### src/hbsp_pkg.sv
package hbsp_pkg;
    localparam int OPC_W = 4;
    localparam int DATA_W = 4;
    localparam logic [3:0] OPC_RST = 4'h0;
    localparam logic [3:0] DATA_RST = 4'h0;
    // Start pulse length in clock cycles
    localparam int START_CYC = 4;
    localparam logic [2:0] START_CNT_LAST = 3'h3;
    localparam int OPC_DATA_SEL = 0;
    localparam int OPC_STAT_SEL = 2;
    localparam int OPC_START = 3;
    localparam real CLK_MHZ = 125.0;
endpackage : hbsp_pkg

### src/hbsp_shift.sv
`timescale 1ns/10ps
`default_nettype none
module hbsp_shift #(
    parameter int W = 4
) (
    input wire logic clk,
    input wire logic arst_n,
    input wire logic load,
    input wire logic [W-1:0] load_data,
    input wire logic shift,
    input wire logic serial_in,
    output logic [W-1:0] q
);
    logic [W-1:0] next_q;

    always_comb begin
        next_q = q;
        if (load) begin
            next_q = load_data;
        end else if (shift) begin
            next_q = {q[W-2:0], serial_in};
        end
    end

    always_ff @(posedge clk or negedge arst_n) begin
        if (!arst_n) begin
            q <= '0;
        end else begin
            q <= next_q;
        end
    end
endmodule : hbsp_shift
`default_nettype wire

### src/hbsp_bridge.sv
// Operation
// - Low four bus bits during address phase become the operation code.
// - Code loads while selected with ALE high, holds while selected.
// - Selected read with code bit0 set, bit2 clear returns data register.
// - Selected read with bits 0,2 clear returns status: y/A, B, x/either, run.
// - Data register loads bus on selected write, else holds when strobes idle.
// - Any strobe low shifts data register; bit0 takes peripheral serial output.
// - Data or status appear within one read cycle, no wait states; here AD_OUT comes from a flop, one cycle after the strobe.
// - Block and peripheral share one system clock.
// - Bus drivers enabled only while selected and read strobe low.
// - Controller pulls start low four cycles; peripheral then holds it low.
//
// Decided for this implementation: the plain strobed port and the address map.
`timescale 1ns/10ps
`default_nettype none
module hbsp_bridge (
    input wire logic CLK,
    input wire logic ARST_N,
    input wire logic CS_N,
    input wire logic ALE,
    input wire logic RD_N,
    input wire logic WR_N,
    input wire logic [hbsp_pkg::OPC_W-1:0] AD_IN,
    output logic [hbsp_pkg::OPC_W-1:0] AD_OUT,
    output logic AD_OE,
    input wire logic Y_STROBE_N,
    input wire logic X_STROBE_N,
    input wire logic LOAD_STROBE_A_N,
    input wire logic LOAD_STROBE_B_N,
    input wire logic LOAD_PULSE_A_N,
    input wire logic LOAD_PULSE_B_N,
    input wire logic Y_STATUS,
    input wire logic X_STATUS,
    input wire logic PERIPH_DOUT,
    input wire logic START_IN,
    output logic START_OUT,
    output logic START_OE,
    output logic [hbsp_pkg::OPC_W-1:0] OPCODE
);
    import hbsp_pkg::*;

    typedef enum logic [2:0] {
        HBSP_IDLE = 3'b001,
        HBSP_PULSE = 3'b010,
        HBSP_RUN = 3'b100
    } hbsp_state_t;

    logic [OPC_W-1:0] opcode;
    logic [OPC_W-1:0] next_opcode;
    logic [DATA_W-1:0] shift_q;
    logic [DATA_W-1:0] rd_mux;
    logic [DATA_W-1:0] ad_out;
    logic [DATA_W-1:0] next_ad_out;
    logic [DATA_W-1:0] status;
    logic rd_active;
    logic any_strobe;
    logic wr_sel;
    logic start_req;
    hbsp_state_t state;
    hbsp_state_t next_state;
    logic [2:0] cnt;
    logic [2:0] next_cnt;
    logic start_seen;
    logic start_sync;
    logic next_start_seen;
    logic next_start_sync;
    logic run_flag;

    assign wr_sel = !CS_N && !WR_N;
    assign any_strobe = !Y_STROBE_N
                        || !X_STROBE_N
                        || !LOAD_STROBE_A_N
                        || !LOAD_STROBE_B_N;

    always_comb begin
        next_opcode = opcode;
        if (!CS_N && ALE) begin
            next_opcode = AD_IN;
        end
    end

    // Code bits clear on reset so the first read selects status
    always_ff @(posedge CLK or negedge ARST_N) begin
        if (!ARST_N) begin
            opcode <= OPC_RST;
        end else begin
            opcode <= next_opcode;
        end
    end

    // Data register
    // Write wins over shift when both fall in one cycle
    hbsp_shift #(
        .W(DATA_W)
    ) u_shift (
        .clk(CLK),
        .arst_n(ARST_N),
        .load(wr_sel),
        .load_data(AD_IN),
        .shift(any_strobe),
        .serial_in(PERIPH_DOUT),
        .q(shift_q)
    );

    // Start request: a write with the start code bit set
    // A start request while busy is ignored, so the pulse is never stretched
    assign start_req = wr_sel && opcode[OPC_START] && (state == HBSP_IDLE);

    always_comb begin
        next_state = state;
        next_cnt = cnt;
        case (state)
            HBSP_IDLE: begin
                next_cnt = 3'h0;
                if (start_req) begin
                    next_state = HBSP_PULSE;
                end
            end
            HBSP_PULSE: begin
                next_cnt = cnt + 3'h1;
                if (cnt == START_CNT_LAST) begin
                    next_state = HBSP_RUN;
                end
            end
            // Peripheral holds start low until done
            // Run flag stays up until the released wire is seen high again
            HBSP_RUN: begin
                if (start_seen) begin
                    next_state = HBSP_IDLE;
                end
            end
            default: begin
                next_state = HBSP_IDLE;
                next_cnt = 3'h0;
            end
        endcase
    end

    always_ff @(posedge CLK or negedge ARST_N) begin
        if (!ARST_N) begin
            state <= HBSP_IDLE;
            cnt <= 3'h0;
        end else begin
            state <= next_state;
            cnt <= next_cnt;
        end
    end

    // Start line released high by pull-up; register it as an idle-high level
    // Two flops: the shared wire rises slowly through its pull-up
    always_comb begin
        next_start_sync = START_IN;
        next_start_seen = start_sync;
    end

    // Reset to the idle level so no false release follows reset
    always_ff @(posedge CLK or negedge ARST_N) begin
        if (!ARST_N) begin
            start_sync <= 1'b1;
            start_seen <= 1'b1;
        end else begin
            start_sync <= next_start_sync;
            start_seen <= next_start_seen;
        end
    end

    assign run_flag = (state != HBSP_IDLE);
    // Drive start low only during the pulse
    assign START_OUT = 1'b0;
    assign START_OE = (state == HBSP_PULSE);

    assign rd_active = !CS_N && !RD_N;

    assign status[0] = Y_STATUS || !LOAD_PULSE_A_N;
    assign status[1] = !LOAD_PULSE_B_N;
    // Either load pulse counts, so software sees every transfer slot
    assign status[2] = X_STATUS || !LOAD_PULSE_A_N || !LOAD_PULSE_B_N;
    assign status[3] = run_flag;

    always_comb begin
        rd_mux = '0;
        case ({opcode[OPC_STAT_SEL], opcode[OPC_DATA_SEL]})
            2'b00: begin
                rd_mux = status;
            end
            2'b01: begin
                rd_mux = shift_q;
            end
            // Other codes read as zero so a stray read never returns stale data
            default: begin
                rd_mux = '0;
            end
        endcase
        next_ad_out = ad_out;
        // Capture only during a selected read; otherwise the last word stands
        if (rd_active) begin
            next_ad_out = rd_mux;
        end
    end

    // Read data ready next cycle, no wait states
    always_ff @(posedge CLK or negedge ARST_N) begin
        if (!ARST_N) begin
            ad_out <= '0;
        end else begin
            ad_out <= next_ad_out;
        end
    end

    // Read data come from a flop, one cycle after the strobe
    assign AD_OUT = ad_out;
    // Drivers follow the selected read; reset forces them off
    assign AD_OE = rd_active && ARST_N;
    assign OPCODE = opcode;
endmodule : hbsp_bridge
`default_nettype wire

### config.mk
export PLATFORM = sky130hd
export DESIGN_NAME = hbsp_bridge
export DESIGN_NICKNAME = d
export VERILOG_FILES = /design/src/hbsp_pkg.sv /design/src/hbsp_shift.sv /design/src/hbsp_bridge.sv
export SDC_FILE = /design/constraint.sdc
export NUM_CORES = 1
export LEC_CHECK = 0
export ABC_AREA = 1
export BUFFER_PORTS_ARGS = -buffer_cell sky130_fd_sc_hd__buf_2
export CORE_AREA = 2 2 54 56
export CTS_BUF_LIST = sky130_fd_sc_hd__clkbuf_16
export DETAILED_ROUTE_END_ITERATION = 6
export DIE_AREA = 0 0 56 58
export PLACE_DENSITY = 0.7
export SLEW_MARGIN = 40
export SYNTH_ARGS = -nofsm -noshare
export SYNTH_HDL_FRONTEND = slang
export SYNTH_SLANG_ARGS = --single-unit
### constraint.sdc
create_clock -name CLK -period 1.1 [get_ports CLK]
set_input_delay 0.22 -clock CLK [delete_from_list [all_inputs] [get_ports CLK]]
set_output_delay 0.22 -clock CLK [all_outputs]
set_load 0.005 [all_outputs]
## Word-level counts from Yosys, hierarchy flattened

Index checks and enable logic that the tools add are counted.
W data, S select, Z words.

| storage, ports and cells | value |
|---|---|
| register bits after elaboration | 20 |
| latch bits | 0 |
| RAM bits | 0 |
| ROM bits | 0 |
| input bits | 20 |
| output and inout port bits | 11 |
| logic and storage cells | 49 |
| memories | 0 |

| operators by class | value |
|---|---|
| add/sub/neg operators | 1 |
| multipliers | 0 |
| divide/modulo/power cells | 0 |
| order comparisons | 0 |
| equal/unequal tests | 9 |
| shift operators | 0 |
| muxes and demuxes | 8 |
| bitwise logic cells | 0 |
| reductions and logical operators | 24 |

Operators with widths:

| cell | number |
|---|---|
| $logic_not A1 Y1 | 9 |
| $mux W3 | 3 |
| $pmux W3 S3 | 1 |
| $mux W4 | 2 |
| $pmux W4 S2 | 1 |
| $eq A3 B2 Y1 const B | 2 |
| $logic_and A1 B1 Y1 | 6 |
| $logic_or A1 B1 Y1 | 6 |
| $pmux W3 S2 | 1 |
| $ne A2 B2 Y1 const B | 2 |
| $add A3 B1 Y3 const B | 1 |
| $eq A3 B1 Y1 const B | 1 |
| $eq A3 B3 Y1 const B | 1 |
| $ne A3 B1 Y1 const B | 1 |
| $reduce_and A3 Y1 | 1 |
| $eq A2 B1 Y1 const B | 1 |
| $logic_not A2 Y1 | 1 |
| $ne A2 B1 Y1 const B | 1 |
| $reduce_bool A2 Y1 | 1 |

## Logic depth before layout (Yosys ltp)

| logic depth | value |
|---|---|
| depth in word-level cells | 6 |
| mapped depth | 6 |
| mapped depth without buffers | 6 |

## Hierarchy

A second synthesis with hierarchy kept.

| unflattened totals | value |
|---|---|
| cells, all modules | 106 |
| area, all modules | 954.7 um^2 |

Modules (own cells, without submodules):

| module | instances | cells each | area each (um^2) | seq. area each (um^2) |
|---|---|---|---|---|
| hbsp_bridge | 1 | 84 | 777.0 | 404.1 |
| hbsp_shift | 1 | 22 | 177.7 | 100.1 |

## Worst setup path before layout

No wires, ideal clock.

| path | value |
|---|---|
| path kind | reg2reg |
| start | register cnt[0] |
| end | register state[0] |
| library setup time | 85 ps |
| arrival time | 1038 ps |
| data required time | 1015 ps |
| path slack | -23 ps |
| stages on the path, launching flop included | 7 |
| path buffers | 0 |
| clock period less this slack | 1123 ps |
| cell sequence | dfrtp_1 -> ha_1 -> ha_1 -> inv_1 -> nand4_1 -> nand2_1 -> o21ai_0 |

| between the ends | value |
|---|---|
| cells in the longest elaborated chain, start to end | 3 |

RTL lines:

| element | line | source |
|---|---|---|
| start: declaration | hbsp_bridge.sv:61 | `logic [2:0] cnt;` |
| start signal: assignment | hbsp_bridge.sv:145 | `cnt <= next_cnt;` |
| $eq A3 B2 Y1 | hbsp_bridge.sv:121 | `if (cnt == START_CNT_LAST) begin` |
| $ne A2 B1 Y1 (no source line) | -- |  |
| $reduce_and A3 Y1 (no source line) | -- |  |
| end signal: assignment | hbsp_bridge.sv:144 | `state <= next_state;` |
| end: declaration | hbsp_bridge.sv:59 | `hbsp_state_t state;` |

No other way between the ends.
A chain may end at the register's enable or synchronous reset.

## Worst setup path in the final report

| path | value |
|---|---|
| start | register state[0] |
| end | output START_OE |

| between the ends | value |
|---|---|
| cells in the longest elaborated chain, start to end | 1 |

RTL lines:

| element | line | source |
|---|---|---|
| $eq A3 B2 Y1 | hbsp_bridge.sv:170 | `assign START_OE = (state == HBSP_PULSE);` |
| end: declaration | hbsp_bridge.sv:37 | `output logic START_OE,` |

No other way between the ends.

==> flow_summary.yaml <==
outcome:
  outcome: "finished, violations left"
  failed_checks: "setup timing"
setup_path:
  cp_max_fo: 2
  path_common_cell: "inv_2"
  cp_num_buf_inv: 3
  cp_slowest_stage_delay_ns: 0.54
  cp_data_required_time_ns: 0.88
  cp-start-kind: "register"
  cpMaxStageDelayCell: "dfstp_2"
  reg2reg_depth: 6
  r2r_slack_ns: -0.15
  endpoint_kind: "output pin"
  cp.depth: 4
  critical_path_class: "register to output pin"
  path_cells: "inv_2 > nand3_2 > inv_2 > buf_2"
  cp.arrival_ns: 1.05
  critPathTopFamily: "flip-flops"
power:
  p_per_area_nw_per_um2: 1814
  p_leak_uw: 0.0007072
  peakVddDrop_mv: 1.214
clocking:
  cts_sinks: 20
  clockBufferDepth: 2
  htree_levels: 1
  clk_latency_ns: 0.25
  cts_tree: "done"
  clk_pin_slew_ns: 0.05
  cts_made_buffers: 3
  clock-root-buffer: "clkbuf_16"
timing:
  rsz0062_at_grt: "yes"
  final_hold_viol_count: 0
  fin_crit_sh_pct: 115.6
  finalMaxSlewViolations: 0
  min_period_ns: 1.272
  setup_viol: 5
  fin_worst_skew_ns: 0.0008618
  setup_slack_ns: -0.1719
  timing.fmax_mhz: 786.2
synth:
  yosys_warnings: 0
  syn_area_um2: 965.9
  synth_fa_ha_area_share_pct: 2.591
  synth-compound-area-share_pct: 8.161
  ys_types: 22
  synth_top_family_by_area: "simple AND/OR/NAND/NOR gates"
  ys_seq_elements: 20
  synth-xor-area-share_pct: 0
  postSynthCellCount: 112
  seq_area_frac_synth_pct: 52.20
  syn-num-nets: 134
  yosys.area_share.simple_pct: 27.07
  synth_mux_area_share_pct: 3.497
  avgSynthCellArea_um2: 8.624
layout:
  fillers: 244
  drive_gt1_share_pct: 44.23
  layout.cells.non_filler: 187
  final_area_um2: 1389
  nNetsFinal: 179
  layout_commonest_cell: "buf_2"
  final_util_pct: 52.16
  diodes: 0
  syn_to_final_growth_pct: 43.78
  mostFrequentLayoutCells: "buf_2, nand2_1, dfrtp_1"
route:
  drt_iter0_markers: 32
  post-route-drc-count: 0
  drtAntennaViolNets: 0
  post_drt_wl_per_cell_um: 11.95
  vias: 910
  route.final.wire_length_mm: 2.234
  drtPass1Iterations: 4
  vias_per_cell: 4.866
grt:
  grt_max_degree: 21
  grt_overflow_total: 0
  grt_pass1_wl_mm: 3.650
  antenna_found_initial: 0
  track_usage_pct: 14.37
  grt_pass1_vias: 896
floorplan:
  die_h_um: 58
  initial_utilization_pct: 36.28
  core_um2: 2663
  die-area_um2: 3248
  io_pins: 31
  num_rows: 19
  die_x_um: 56
placement:
  place_ws_ns: -0.04470
  hpwlAfterDp_mm: 1.579
  place_inst: 176
  post_dp_cell_area_um2: 1182
  gp_congestion: 0.8541
  port_buffers: 29
hold_path:
  hold_path_class: "input port to register"
  hold_depth: 1
flow_run:
  cap_violations: 0
-- final timing paths --
| check | from | end |
|---|---|---|
| max | state[0]$_DFFE_PN1P_ | START_OE |
| min | START_IN | next_start_seen$_DFF_PN1_ |
| max reg2reg | state[0]$_DFFE_PN1P_ | state[2]$_DFFE_PN0P_ |
| min reg2reg | next_start_seen$_DFF_PN1_ | start_seen$_DFF_PN1_ |
| max in group asynchronous | ARST_N | state[0]$_DFFE_PN1P_ |
| min in group asynchronous | ARST_N | cnt[0]$_DFFE_PN0P_ |
-- metal layers --
metal / track usage [%] / up-vias / wire [um]
met4: 8.844 / 0 / 35
li1: - / 455 / -
met2: 25.55 / 30 / 1088
met3: 2.455 / 4 / 127
met5: 0 / - / 0
met1: 16.12 / 421 / 982
-- registers in the layout, indices dropped and copies added, names as in the netlist --
| register | cells |
|---|---|
| OPCODE | 4 |
| AD_OUT | 4 |
| next_start_seen | 1 |
| cnt | 3 |
| start_seen | 1 |
| u_shift.q | 4 |
| state | 3 |
-- cell type report --
type                       instances  area, um2  share of cell area (%)
tap                               31      38.79                   2.793
inverter                          13      51.30                   3.694
timing repair buffer              41      241.5                   17.39
multi-input combinational         78      474.2                   34.14
clock buffer                       3      75.07                   5.405
sequential                        20      504.2                   36.31
clock inverter                     1      3.754                  0.2703
-- kinds of logic after synthesis --
family / after synthesis
and+or+nand+nor: 58
DFF: 20
AOI/OAI and AO/OA: 14
buffers and inverters: 14
muxes: 3
adders and majority gates: 2
other: 1
-- through the flow --
| step | setup TNS (ns) | total power, uW | hold slack, ns |
|---|---|---|---|
| after floorplan | 0 | 1254 | -0.07559 |
| after detailed placement | -0.08513 | 1489 | 0.2262 |
| after global placement | -0.01077 | 1456 | 0.2189 |
| after CTS | -0.3105 | 2342 | 0.07195 |
| after global routing | -0.8092 | 2656 | 0.06623 |
| final | -0.5723 | 2520 | 0.07213 |
-- worst reg2reg max path, stage by stage (launching register included) --
cell and delay [ns]:
dfstp_2 0.37, buf_4 0.13, buf_6 0.12, nor2_2 0.19
nand3_2 0.16, nand4_1 0.11, nand2_1 0.05
-- cell usage after synthesis --
cell / instances / area share (%)
nand2_4: 1 / 1.2
conb_1: 1 / 0.39
nor2_1: 10 / 3.9
nand2_2: 1 / 0.65
buf_4: 1 / 0.78
nor2_4: 1 / 1.2
mux2_1: 3 / 3.5
nor3b_1: 1 / 0.78
nand3_1: 12 / 6.2
nand2_1: 29 / 11
nand4_1: 2 / 1.3
o21ai_0: 5 / 2.6
dfstp_2: 3 / 8.2
o21ai_1: 2 / 1.0
a31oi_1: 4 / 2.6
ha_1: 2 / 2.6
inv_1: 12 / 4.7
inv_4: 1 / 0.65
a21oi_2: 1 / 0.91
nor2_2: 1 / 0.65
dfrtp_1: 17 / 44
a21oi_1: 2 / 1.0
-- power by group --
part	total, uW	switching (uW)	internal, uW
logic	823	433	390
registers	958	89.7	869
clock network	739	255	483
total	2520	778	1740
-- timing repair --
action,4_1_cts,5_1_grt
pin swaps,3,7
buffers inserted,4,3
hold buffers,1,0
endpoints found under the hold margin,17,0
resized for setup,9,15
endpoints found under the setup margin,3,7
No activity file was read; power rests on OpenSTA's default activity.
